## src/inc/ivc_consts.vh

```
`ifndef IVC_CONSTS_VH
`define IVC_CONSTS_VH

// ****************************************************************
// Register byte offsets
// ****************************************************************
`define IVC_OFF_CTRL      4'h0
`define IVC_OFF_COUNT     4'h4
`define IVC_OFF_STATUS    4'h8
`define IVC_OFF_VALUE     4'hc

// ****************************************************************
// Control word fields
// ****************************************************************
`define IVC_CTRL_MODE_LSB 0
`define IVC_CTRL_MODE_MSB 2
`define IVC_CTRL_BCD_BIT  3

// ****************************************************************
// Status word fields
// ****************************************************************
`define IVC_ST_OUT_BIT    0
`define IVC_ST_RUN_BIT    1
`define IVC_ST_NULL_BIT   2
`define IVC_ST_LOAD_BIT   3

// ****************************************************************
// Mode codes
// ****************************************************************
`define IVC_MODE0         3'h0
`define IVC_MODE1         3'h1
`define IVC_MODE2         3'h2
`define IVC_MODE3         3'h3
`define IVC_MODE4         3'h4
`define IVC_MODE5         3'h5

// ****************************************************************
// Reset values and count constants
// ****************************************************************
`define IVC_MODE_RESET    3'h0
`define IVC_CR_RESET      16'h0000
`define IVC_CE_RESET      16'h0000
`define IVC_CE_ONE        16'h0001
`define IVC_CE_TWO        16'h0002
`define IVC_CE_ZERO       16'h0000
`define IVC_RD_ZERO       32'h00000000

`endif

```

## src/design/pin_sync_edge.v

```verilog
`default_nettype none

// Two-stage synchroniser with edge pulses taken from the second stage
module pin_sync_edge (
  input  wire clk_i,
  input  wire rst_i,
  input  wire pin_i,
  output wire level_o,
  output wire rise_o,
  output wire fall_o
);

  reg meta_q;
  reg sync_q;
  reg prev_q;

  always @(posedge clk_i or posedge rst_i) begin
    if (rst_i) begin
      meta_q <= 1'b0;
      sync_q <= 1'b0;
      prev_q <= 1'b0;
    end else begin
      meta_q <= pin_i;
      sync_q <= meta_q;
      prev_q <= sync_q;
    end
  end

  assign level_o = sync_q;
  assign rise_o  = sync_q & ~prev_q;
  assign fall_o  = ~sync_q & prev_q;

endmodule // pin_sync_edge

`default_nettype wire

```

## src/design/count_decrement.v

```verilog
`default_nettype none

// Next value of the counting element, binary or four decimal digits
module count_decrement (
  input  wire        bcd_i,
  input  wire        by_two_i,
  input  wire [15:0] value_i,
  output wire [15:0] result_o
);

  // Digit-wise borrow; 0000 wraps to 9999
  function [15:0] bcd_minus_one;
    input [15:0] v;
    integer      i;
    reg          borrow;
    reg [3:0]    d;
    begin
      borrow        = 1'b1;
      bcd_minus_one = v;
      for (i = 0; i < 4; i = i + 1) begin
        d = v[i*4 +: 4];
        if (borrow) begin
          if (d == 4'h0) begin
            bcd_minus_one[i*4 +: 4] = 4'h9;
          end else begin
            bcd_minus_one[i*4 +: 4] = d - 4'h1;
            borrow                  = 1'b0;
          end
        end
      end
    end
  endfunction

  wire [15:0] bin_one;
  wire [15:0] bin_two;
  wire [15:0] bcd_one;
  wire [15:0] bcd_two;

  // RQ20 modulo decrement
  assign bin_one  = value_i - 16'h0001;
  assign bin_two  = value_i - 16'h0002;
  assign bcd_one  = bcd_minus_one(value_i);
  assign bcd_two  = bcd_minus_one(bcd_one);
  // RQ15 wrap past zero
  assign result_o = bcd_i ? (by_two_i ? bcd_two : bcd_one)
                          : (by_two_i ? bin_two : bin_one);

endmodule // count_decrement

`default_nettype wire

```

## src/design/interval_counter_channel.v

```verilog
// Overview of operation
// RQ1 - Mode 5: output high, waits gate rise
// RQ2 - Mode 5: expiry strobes output low one pulse
// RQ3 - Mode 5: trigger pulse loads, no decrement
// RQ4 - Mode 5: every trigger reloads and restarts
// RQ5 - Mode 5: gate level never touches output
// RQ6 - Mode 5: new count waits for trigger
// RQ7 - Mode 1: gate rise starts, output low
// RQ8 - Modes 2,3: gate low stops, output high
// RQ9 - Host keeps counts at legal minimums
// RQ10 - Count zero means largest count
// RQ11 - Control write resets channel at once
// RQ12 - Gate level sampled at count clock rise
// RQ13 - Gate rise flag caught, cleared after sampling
// RQ14 - Load and decrement on falling edge
// RQ15 - Modes 0,1,4,5 wrap past zero
// RQ16 - Modes 2,3 reload themselves each period
// RQ17 - Host pulses gate after new count
// RQ18 - Count pulse is rise then fall
// RQ19 - Loading copies holding register to element
// RQ20 - Sixteen-bit element, binary or decimal digits

`include "ivc_consts.vh"

`default_nettype none

module interval_counter_channel (
  input  wire        clk_i,
  input  wire        rst_i,
  // Avalon-MM slave
  input  wire [3:0]  address_i,
  input  wire        read_i,
  input  wire        write_i,
  input  wire [31:0] writedata_i,
  input  wire [3:0]  byteenable_i,
  output reg  [31:0] readdata_o,
  output wire        waitrequest_o,
  // Channel pins
  input  wire        count_clk_i,
  input  wire        gate_i,
  output wire        out_o
);

  // ****************************************************************
  // Pin synchronisers
  // ****************************************************************
  wire cclk_rise;
  wire cclk_fall;
  wire gate_s;
  wire gate_rise;

  // RQ18 pulse edges
  pin_sync_edge u_cclk_sync (
    .clk_i   (clk_i),
    .rst_i   (rst_i),
    .pin_i   (count_clk_i),
    .level_o (),
    .rise_o  (cclk_rise),
    .fall_o  (cclk_fall)
  );

  pin_sync_edge u_gate_sync (
    .clk_i   (clk_i),
    .rst_i   (rst_i),
    .pin_i   (gate_i),
    .level_o (gate_s),
    .rise_o  (gate_rise),
    .fall_o  ()
  );

  // ****************************************************************
  // Channel state
  // ****************************************************************
  reg  [2:0]  mode_q;
  reg         bcd_q;
  reg  [15:0] cr_q;
  reg  [15:0] ce_q;
  reg         out_q;
  reg         run_q;
  reg         load_q;
  reg         have_cr_q;
  reg         strobe_q;
  reg         ext_q;
  reg         trig_q;
  reg         trig_smp_q;
  reg         gate_smp_q;
  reg         ack_q;

  // ****************************************************************
  // Mode decoding
  // ****************************************************************
  function is_edge_mode;
    input [2:0] m;
    begin
      is_edge_mode = (m == `IVC_MODE1) || (m == `IVC_MODE2) ||
                     (m == `IVC_MODE3) || (m == `IVC_MODE5);
    end
  endfunction

  function is_level_mode;
    input [2:0] m;
    begin
      is_level_mode = (m == `IVC_MODE0) || (m == `IVC_MODE2) ||
                      (m == `IVC_MODE3) || (m == `IVC_MODE4);
    end
  endfunction

  function is_periodic;
    input [2:0] m;
    begin
      is_periodic = (m == `IVC_MODE2) || (m == `IVC_MODE3);
    end
  endfunction

  // Codes 6 and 7 fold onto the periodic modes
  function [2:0] fold_mode;
    input [2:0] m;
    begin
      if (m[2] && m[1]) begin
        fold_mode = {1'b0, m[1:0]};
      end else begin
        fold_mode = m;
      end
    end
  endfunction

  // ****************************************************************
  // Counting element arithmetic
  // ****************************************************************
  wire [15:0] ce_next;
  wire [15:0] cr_even;
  wire        count_en;

  count_decrement u_dec (
    .bcd_i    (bcd_q),
    .by_two_i (mode_q == `IVC_MODE3),
    .value_i  (ce_q),
    .result_o (ce_next)
  );

  // Square wave counts down by two from an even start
  assign cr_even  = {cr_q[15:1], 1'b0};
  // RQ12 level gating
  assign count_en = is_level_mode(mode_q) ? gate_smp_q : 1'b1;

  // ****************************************************************
  // Bus slave
  // ****************************************************************
  wire        req;
  wire        wr_take;
  wire        wr_ctrl;
  wire        wr_count;
  wire [15:0] cr_merged;

  // One wait cycle per access; read data is ready when it drops
  assign req           = read_i | write_i;
  assign waitrequest_o = req & ~ack_q;
  assign wr_take       = write_i & ack_q;
  assign wr_ctrl       = wr_take & (address_i == `IVC_OFF_CTRL) & byteenable_i[0];
  assign wr_count      = wr_take & (address_i == `IVC_OFF_COUNT) &
                         (byteenable_i[0] | byteenable_i[1]);
  assign cr_merged     = {byteenable_i[1] ? writedata_i[15:8] : cr_q[15:8],
                          byteenable_i[0] ? writedata_i[7:0]  : cr_q[7:0]};

  reg [31:0] rd_d;

  always @* begin
    rd_d = `IVC_RD_ZERO;
    if (address_i == `IVC_OFF_CTRL) begin
      rd_d[`IVC_CTRL_MODE_MSB:`IVC_CTRL_MODE_LSB] = mode_q;
      rd_d[`IVC_CTRL_BCD_BIT]                     = bcd_q;
    end else if (address_i == `IVC_OFF_COUNT) begin
      rd_d[15:0] = cr_q;
    end else if (address_i == `IVC_OFF_STATUS) begin
      rd_d[`IVC_ST_OUT_BIT]  = out_q;
      rd_d[`IVC_ST_RUN_BIT]  = run_q;
      rd_d[`IVC_ST_NULL_BIT] = ~have_cr_q;
      rd_d[`IVC_ST_LOAD_BIT] = load_q;
    end else if (address_i == `IVC_OFF_VALUE) begin
      rd_d[15:0] = ce_q;
    end else begin
      rd_d = `IVC_RD_ZERO;
    end
  end

  always @(posedge clk_i or posedge rst_i) begin
    if (rst_i) begin
      ack_q      <= 1'b0;
      readdata_o <= `IVC_RD_ZERO;
    end else begin
      ack_q <= req & ~ack_q;
      if (read_i & ~ack_q) begin
        readdata_o <= rd_d;
      end
    end
  end

  // ****************************************************************
  // Gate sampling and trigger flag
  // ****************************************************************
  always @(posedge clk_i or posedge rst_i) begin
    if (rst_i) begin
      trig_q     <= 1'b0;
      trig_smp_q <= 1'b0;
      gate_smp_q <= 1'b0;
    end else begin
      // RQ13 set wins over clear
      if (gate_rise & is_edge_mode(mode_q)) begin
        trig_q <= 1'b1;
      end else if (cclk_rise | wr_ctrl) begin
        trig_q <= 1'b0;
      end
      // RQ12 sample at rise
      if (cclk_rise) begin
        gate_smp_q <= gate_s;
        trig_smp_q <= trig_q & have_cr_q & ~wr_ctrl;
      end else if (wr_ctrl) begin
        trig_smp_q <= 1'b0;
      end
    end
  end

  // ****************************************************************
  // Counting element and output
  // ****************************************************************
  always @(posedge clk_i or posedge rst_i) begin
    if (rst_i) begin
      mode_q    <= `IVC_MODE_RESET;
      bcd_q     <= 1'b0;
      cr_q      <= `IVC_CR_RESET;
      ce_q      <= `IVC_CE_RESET;
      out_q     <= 1'b0;
      run_q     <= 1'b0;
      load_q    <= 1'b0;
      have_cr_q <= 1'b0;
      strobe_q  <= 1'b0;
      ext_q     <= 1'b0;
    end else if (wr_ctrl) begin
      // RQ11 immediate channel reset
      mode_q    <= fold_mode(writedata_i[`IVC_CTRL_MODE_MSB:`IVC_CTRL_MODE_LSB]);
      bcd_q     <= writedata_i[`IVC_CTRL_BCD_BIT];
      // RQ1 initial level
      out_q     <= (fold_mode(writedata_i[`IVC_CTRL_MODE_MSB:`IVC_CTRL_MODE_LSB])
                    != `IVC_MODE0);
      run_q     <= 1'b0;
      load_q    <= 1'b0;
      have_cr_q <= 1'b0;
      strobe_q  <= 1'b0;
      ext_q     <= 1'b0;
    end else begin
      if (wr_count) begin
        cr_q      <= cr_merged;
        have_cr_q <= 1'b1;
        if ((mode_q == `IVC_MODE0) || (mode_q == `IVC_MODE4)) begin
          load_q <= 1'b1;
        end else if (is_periodic(mode_q) && !have_cr_q) begin
          load_q <= 1'b1;
        end
        if (mode_q == `IVC_MODE0) begin
          out_q <= 1'b0;
        end
      end
      // RQ14 falling edge work
      if (cclk_fall) begin
        // RQ2 strobe lasts one pulse
        if (((mode_q == `IVC_MODE4) || (mode_q == `IVC_MODE5)) && !out_q) begin
          out_q <= 1'b1;
        end
        case (mode_q)
          `IVC_MODE0: begin
            if (load_q && !wr_count) begin
              // RQ19 copy holding register
              ce_q   <= cr_q;
              load_q <= 1'b0;
              run_q  <= 1'b1;
            end else if (run_q && count_en) begin
              // RQ15 wraps
              ce_q <= ce_next;
              if (ce_q == `IVC_CE_ONE) begin
                out_q <= 1'b1;
              end
            end
          end
          `IVC_MODE1: begin
            if (trig_smp_q) begin
              // RQ7 low after next pulse
              ce_q     <= cr_q;
              out_q    <= 1'b0;
              run_q    <= 1'b1;
              strobe_q <= 1'b1;
            end else if (run_q) begin
              ce_q <= ce_next;
              if ((ce_q == `IVC_CE_ONE) && strobe_q) begin
                out_q    <= 1'b1;
                strobe_q <= 1'b0;
              end
            end
          end
          `IVC_MODE2: begin
            if ((load_q && !wr_count) || trig_smp_q) begin
              ce_q   <= cr_q;
              load_q <= 1'b0;
              run_q  <= 1'b1;
            end else if (run_q && count_en) begin
              if (ce_q == `IVC_CE_ONE) begin
                // RQ16 self reload
                ce_q  <= cr_q;
                out_q <= 1'b1;
              end else begin
                ce_q <= ce_next;
                if (ce_q == `IVC_CE_TWO) begin
                  out_q <= 1'b0;
                end
              end
            end
          end
          `IVC_MODE3: begin
            if ((load_q && !wr_count) || trig_smp_q) begin
              ce_q   <= cr_even;
              load_q <= 1'b0;
              run_q  <= 1'b1;
              ext_q  <= 1'b0;
            end else if (run_q && count_en) begin
              if (ext_q) begin
                // Odd counts hold the high half one pulse longer
                ext_q <= 1'b0;
                out_q <= 1'b0;
                ce_q  <= cr_even;
              end else if (ce_q == `IVC_CE_TWO) begin
                if (cr_q[0] && out_q) begin
                  ext_q <= 1'b1;
                  ce_q  <= `IVC_CE_ZERO;
                end else begin
                  // RQ16 half-period reload
                  out_q <= ~out_q;
                  ce_q  <= cr_even;
                end
              end else begin
                ce_q <= ce_next;
              end
            end
          end
          `IVC_MODE4: begin
            if (load_q && !wr_count) begin
              ce_q     <= cr_q;
              load_q   <= 1'b0;
              run_q    <= 1'b1;
              strobe_q <= 1'b1;
            end else if (run_q && count_en) begin
              ce_q <= ce_next;
              if ((ce_q == `IVC_CE_ONE) && strobe_q) begin
                out_q    <= 1'b0;
                strobe_q <= 1'b0;
              end
            end
          end
          `IVC_MODE5: begin
            // RQ5 gate only acts through triggers
            if (trig_smp_q) begin
              // RQ3 load pulse, no decrement
              // RQ4 retrigger reloads
              // RQ6 picks up newest count
              ce_q     <= cr_q;
              run_q    <= 1'b1;
              strobe_q <= 1'b1;
            end else if (run_q) begin
              // RQ10 zero runs full range
              ce_q <= ce_next;
              if ((ce_q == `IVC_CE_ONE) && strobe_q) begin
                // RQ2 one strobe per trigger
                out_q    <= 1'b0;
                strobe_q <= 1'b0;
              end
            end
          end
          default: begin
            run_q <= 1'b0;
          end
        endcase
      end
      // RQ8 gate low forces high
      if (is_periodic(mode_q) && !gate_s) begin
        out_q <= 1'b1;
      end
    end
  end

  assign out_o = out_q;

endmodule // interval_counter_channel

`default_nettype wire

```

## config.mk

```make
export PLATFORM = sky130hd
export DESIGN_NAME = interval_counter_channel
export DESIGN_NICKNAME = d
export VERILOG_FILES = /design/src/design/pin_sync_edge.v /design/src/design/count_decrement.v /design/src/design/interval_counter_channel.v
export VERILOG_INCLUDE_DIRS = /design/src /design/src/inc
export SDC_FILE = /design/constraint.sdc
export NUM_CORES = 1
export LEC_CHECK = 0
export ABC_AREA = 0
export BUFFER_PORTS_ARGS = -buffer_cell sky130_fd_sc_hd__buf_4
export CORE_MARGIN = 2
export CORE_UTILIZATION = 50
export DETAILED_ROUTE_END_ITERATION = 12
export GPL_TIMING_DRIVEN = 0
export PLACE_DENSITY = 0.7
export SLEW_MARGIN = 20
export SYNTH_ARGS = -nofsm -noshare
export SYNTH_HDL_FRONTEND = slang
export SYNTH_HIERARCHICAL = 1
export SYNTH_SLANG_ARGS = --single-unit
```

## constraint.sdc

```tcl
create_clock -name clk_i -period 5.2 [get_ports clk_i]
set_clock_uncertainty 0.05 [all_clocks]
set_input_delay 0.78 -clock clk_i [delete_from_list [all_inputs] [get_ports clk_i]]
set_output_delay 0.78 -clock clk_i [all_outputs]
set_load 0.02 [all_outputs]
```

==> results of run 1 <==
-- worst paths after layout --
kind,from,end
min in group clk_i,u_gate_sync/meta_q,u_gate_sync/level_o
setup / recovery,mode_q[2],ce_q[7]
setup reg to reg,mode_q[2],ce_q[7]
hold / removal,rst_i,u_gate_sync/prev_q
max in group asynchronous,rst_i,cr_q[14]
hold reg to reg,u_gate_sync/meta_q,u_gate_sync/level_o
-- per-layer routing --
metal	part of all wire, %	global-route usage (%)	up-vias	wire length, um
met4	2.0	8.82	0	273
met5	0	0	-	0
met3	5.9	4.04	25	809
met1	43	37.3	2233	5950
li1	-	-	2154	-
met2	49	44.0	176	6730
-- stage by stage --
stage / setup slack, ns / area (um^2) / hold WS, ns / std cells / power [mW]
5_1_grt: 1.49 / 5630 / 0.270 / 753 / 2.58
2_1_floorplan: 2.52 / 4890 / 0.281 / 564 / 1.59
4_1_cts: 1.83 / 5630 / 0.266 / 753 / 2.39
6_report: 1.72 / 5630 / 0.273 / 753 / 2.41
3_5_place_dp: 1.86 / 5410 / 0.290 / 737 / 1.90
3_3_place_gp: 1.87 / 5380 / 0.289 / 736 / 1.87
-- area by class of cell --
class	count	area, um^2
clock buffers	9	124
repair buffers	44	350
well taps	129	161
fillers	870	3700
flip-flops and latches	68	1700
clock inverters	7	98.8
multi-input cells	418	2800
inverters	33	126
plain buffers	45	273
-- flip-flops by register name, summed over array words and instances, names as in the netlist, 3 cells and up --
register / cells
ce_q: 16
mode_q: 3
readdata_o: 16
cr_q: 16
-- placed cells by master, fill, tap and decap left out, types with 4 or more instances in the layout --
cell / count
buf_4: 60
a31oi_1: 6
nand4_1: 9
nor2b_1: 8
nor2_1: 26
o21ai_0: 33
and4_1: 4
nor3_1: 15
o2111ai_1: 4
nor4b_1: 5
mux2i_1: 4
o211ai_1: 15
buf_2: 7
mux2_2: 18
nand2_1: 83
ha_1: 5
xnor2_1: 7
conb_1: 16
o21a_1: 4
and3_1: 4
clkbuf_1: 17
a211oi_1: 8
dfrtp_1: 68
o221ai_1: 5
nand2b_1: 9
o221ai_2: 10
clkbuf_8: 9
a22oi_1: 16
nand3_1: 7
a21oi_1: 20
nor4_1: 7
inv_1: 32
-- power by group --
part           total (mW)  internal [mW]  switching [mW]  leakage [nW]
logic                1.08          0.440           0.641          1.37
clock network       0.486          0.273           0.213         0.110
registers           0.840          0.630           0.210         0.881
-- worst max-delay path: stages (launching register included) --
cell	delay [ns]
dfrtp_1	0.49
nor2b_1	0.34
nand2_1	0.19
inv_1	0.17
clkbuf_1	0.38
nand2_1	0.20
a2111o_1	0.43
a21oi_1	0.21
nor2_1	0.08
o311ai_0	0.55
nand2_1	0.15
o221ai_2	0.17
==> results.yml, run 1 <==
worst_setup_path:
  crit_arrival_ns: 3.70
  path_class: "flop to flop"
  crit_path_end_kind: "flop"
  rrSetupSlack_ns: 1.72
  start_kind: "flop"
  crit_required_ns: 5.42
  rr_worst_depth: 11
  crit_path_max_fanout: 10
grt:
  grt_max_degree: 53
  grt_antenna_before_repair: 0
  grt_first_pass_wirelength_um: 22300
  grt_pass1_vias: 4434
  globalRouteOverflowTotal: 0
  track_usage_pct: 27.1
cts:
  hold_buffers: 0
  cts_setup_buffers: 0
  cts_sinks: 68
  numCtsBuffers: 9
  postCtsResizedCells: 0
  cts_tree: "built"
  cts.clk_slew.worst_paths_ns: 0.08
  clock-root-buffer: "clkbuf_8"
  clockBufferDepth: 2
  cts_max_level: 3
  clkLatencyLatePin_ns: 0.35
route:
  routed_wl_um: 13800
  final_antenna_net_count: 0
  routedWlPerCell_um: 18.3
  drtIter0Drc: 269
  vias_per_cell: 6.09
  drc: 0
  vias: 4588
  dr.pass1.iters: 5
sta:
  hold_viol_final: 0
  min_period_ns: 3.48
  max-slew-margin-rel_pct: 37.8
  finalSetupViolations: 0
  worst_pin_slew_ns: 0.921
  fmax_mhz: 288
  fin_tns_setup_ns: 0
  rsz0062_at_grt: "false"
  fin_crit_sh_pct: 66.9
  maxSlewViolCount: 0
power_and_ir_drop:
  vdd_drop_max_uv: 181
  power_density_mw_per_mm2: 427
  leakagePower_nw: 2.36
yosys:
  avgSynthCellArea_um2: 8.81
  ys_warn_count: 6
  syn_area_mm2: 0.00484
  syn-instance-count: 549
floorplan:
  die_area_mm2: 0.0105
  row_count: 35
  io-pin-count: 80
  initial_core_util_pct: 51.9
  die_h_um: 102
  coreArea_mm2: 0.00933
  die_x_um: 102
place:
  port_buffers: 43
  hpwl_um: 10500
  gp_congestion: 0.970
min_path:
  hold_class: "input pin to asynchronous set/reset pin"
layout:
  fin_nets: 670
  drive_above_1_share_pct: 21.5
  areaGrowthSynthToFinish_pct: 16.4
  final_util_pct: 60.4
  antenna-diode-count: 0
run_status:
  status: "complete, no violations"
run:
  max_cap_violations: 0
(Power assumes the default switching activity.)
==> inputs of run 2 (changes only) <==
--- a/config.mk
+++ b/config.mk
@@ -12,7 +12,7 @@
 export CORE_UTILIZATION = 50
 export DETAILED_ROUTE_END_ITERATION = 12
 export GPL_TIMING_DRIVEN = 0
-export PLACE_DENSITY = 0.7
+export PLACE_DENSITY = 0.73
 export SLEW_MARGIN = 20
 export SYNTH_ARGS = -nofsm -noshare
 export SYNTH_HDL_FRONTEND = slang
==> constraint.sdc (replaced) <==
create_clock -name clk_i -period 3 [get_ports clk_i]
set_clock_uncertainty 0.05 [all_clocks]
set_input_delay 0.45 -clock clk_i [delete_from_list [all_inputs] [get_ports clk_i]]
set_output_delay 0.45 -clock clk_i [all_outputs]
set_load 0.02 [all_outputs]
==> results.yml, run 2 (synthesis results as in run 1) <==
run_status:
  status: "complete, no violations"
sta:
  finalSetupViolations: 0
  maxSlewViolCount: 0
  hold-worst-slack_ns: 0.155
  hold_viol_final: 0
  min_period_ns: 2.81
  fin_crit_sh_pct: 93.5
  fmax_mhz: 356
  worst_pin_slew_ns: 0.867
  rsz0062_at_grt: "false"
  max-slew-margin-rel_pct: 41.4
  final.setup.worst_slack_ns: 0.194
layout:
  largestRegisters: "ce_q: 16 flops, cr_q: 16 flops, readdata_o: 16 flops"
  layout_commonest_cell: "nand2_1"
  antenna-diode-count: 0
  final_cells: 752
  drive_above_1_share_pct: 22.8
  layout_common_cells: "nand2_1 (83), dfrtp_1 (66), buf_4 (60)"
  final_util_pct: 60.9
  areaGrowthSynthToFinish_pct: 17.4
  fin_nets: 670
place:
  port_buffers: 43
  gp_congestion: 0.976
  hpwl_um: 10100
  dpl_worst_slack_ns: -0.312
  placed_cells: 737
floorplan:
  die_h_um: 102
  die_area_mm2: 0.0105
  die_x_um: 102
  io-pin-count: 80
  row_count: 35
  initial_core_util_pct: 51.9
  coreArea_mm2: 0.00933
worst_setup_path:
  crit_path_max_fanout: 13
  path_class: "flop to flop"
  cp_slowest_cell: "dfrtp_2"
  worstSetupEndpoint: "ce_q[7]"
  path_depth: 9
  reg2reg_from: "ce_q[0]"
  crit_path_start: "ce_q[0]"
  cp_top_family: "compound AO/OA/AOI/OAI gates"
  path_cells: "inv_1, ha_1, or3_4, a2111o_1, a21oi_1, nor2_1, o311ai_2, nand2_1, o221ai_2"
  rr_worst_depth: 9
  path_buf_inv: 1
  cp_slowest_stage_delay_ns: 0.51
  crit_arrival_ns: 3.02
  rrSetupSlack_ns: 0.19
  start_kind: "flop"
  rr_endpoint: "ce_q[7]"
  crit_required_ns: 3.22
  crit_path_end_kind: "flop"
cts:
  cts_max_level: 3
  cts_tree: "built"
  clockBufferDepth: 2
  numCtsBuffers: 9
  cts_sinks: 68
  cts_setup_buffers: 0
  clock-root-buffer: "clkbuf_8"
  cts.clk_slew.worst_paths_ns: 0.08
  clkLatencyLatePin_ns: 0.34
grt:
  track_usage_pct: 26.1
  grt_antenna_before_repair: 0
  globalRouteOverflowTotal: 0
  grt_pass1_vias: 4334
  grt_first_pass_wirelength_um: 21600
  grt_max_degree: 54
route:
  routed_wl_um: 13400
  vias: 4597
  drc: 0
  final_antenna_net_count: 0
  dr.pass1.iters: 5
  drtIter0Drc: 368
  routedWlPerCell_um: 17.8
  vias_per_cell: 6.11
power_and_ir_drop:
  vdd_drop_max_uv: 335
  power_mw: 4.19
  leakagePower_nw: 2.36
  power_density_mw_per_mm2: 739
run:
  max_cap_violations: 0
min_path:
  hold_class: "input pin to flop"
## run 2: cell types whose count changed in the layout (fill, tap and decap cells not counted), moves of 2 or more
cell,change
dfrtp_2,+2
inv_1,-2
inv_6,-2
dfrtp_1,-2
## run 2: worst min-delay path by stage
stage                             from                  end  slack, ns  depth (start not counted)
floorplan                        rst_i  u_cclk_sync/level_o       0.15                          1
global placement    u_cclk_sync/meta_q  u_cclk_sync/level_o       0.28                          0
detailed placement  u_cclk_sync/meta_q  u_cclk_sync/level_o       0.29                          0
CTS                             gate_i   u_gate_sync/meta_q       0.14                          1
global route                    gate_i   u_gate_sync/meta_q       0.14                          1
finish                          gate_i   u_gate_sync/meta_q       0.15                          1
## run 2: final cells by class
type / count / area [um^2]
Clock inverter: 6 / 90.1
Fill cell: 820 / 3650
Tap cell: 129 / 161
Inverter: 33 / 129
Buffer: 44 / 269
Multi-Input combinational cell: 418 / 2840
Sequential cell: 68 / 1700
Clock buffer: 9 / 124
Timing Repair Buffer: 45 / 360
## run 2: timing repair
| item | CTS | global route |
|---|---|---|
| setup endpoints to repair | 11 | 13 |
| resized for setup | 4 | 11 |
| hold buffers | 1 | 0 |
| hold endpoints to repair | 15 | 0 |
## run 2: metrics by stage
step | TNS, ns | instance area (um^2)
detailed placement | -1.68 | 5410
CTS | 0 | 5640
finish | 0 | 5680
floorplan | 0 | 4890
global placement | -1.14 | 5380
global route | 0 | 5680
## run 2: metal layers
| metal | vias to the layer above | wire length [um] | global-route usage, % |
|---|---|---|---|
| met5 | - | 0 | 0 |
| met4 | 0 | 257 | 7.18 |
| met3 | 30 | 844 | 5.27 |
| met2 | 209 | 6490 | 42.8 |
| met1 | 2196 | 5790 | 35.5 |
| li1 | 2162 | - | - |
## run 2: power by group
group / switching [mW] / internal (mW) / total [mW]
combinational: 1.12 / 0.784 / 1.91
clock: 0.358 / 0.464 / 0.822
sequential: 0.369 / 1.09 / 1.46
## run 2: worst reg2reg max path: stages (launching register included)
cell	delay, ns
dfrtp_2	0.51
inv_1	0.12
ha_1	0.30
or3_4	0.39
a2111o_1	0.43
a21oi_1	0.20
nor2_1	0.10
o311ai_2	0.35
nand2_1	0.12
o221ai_2	0.16
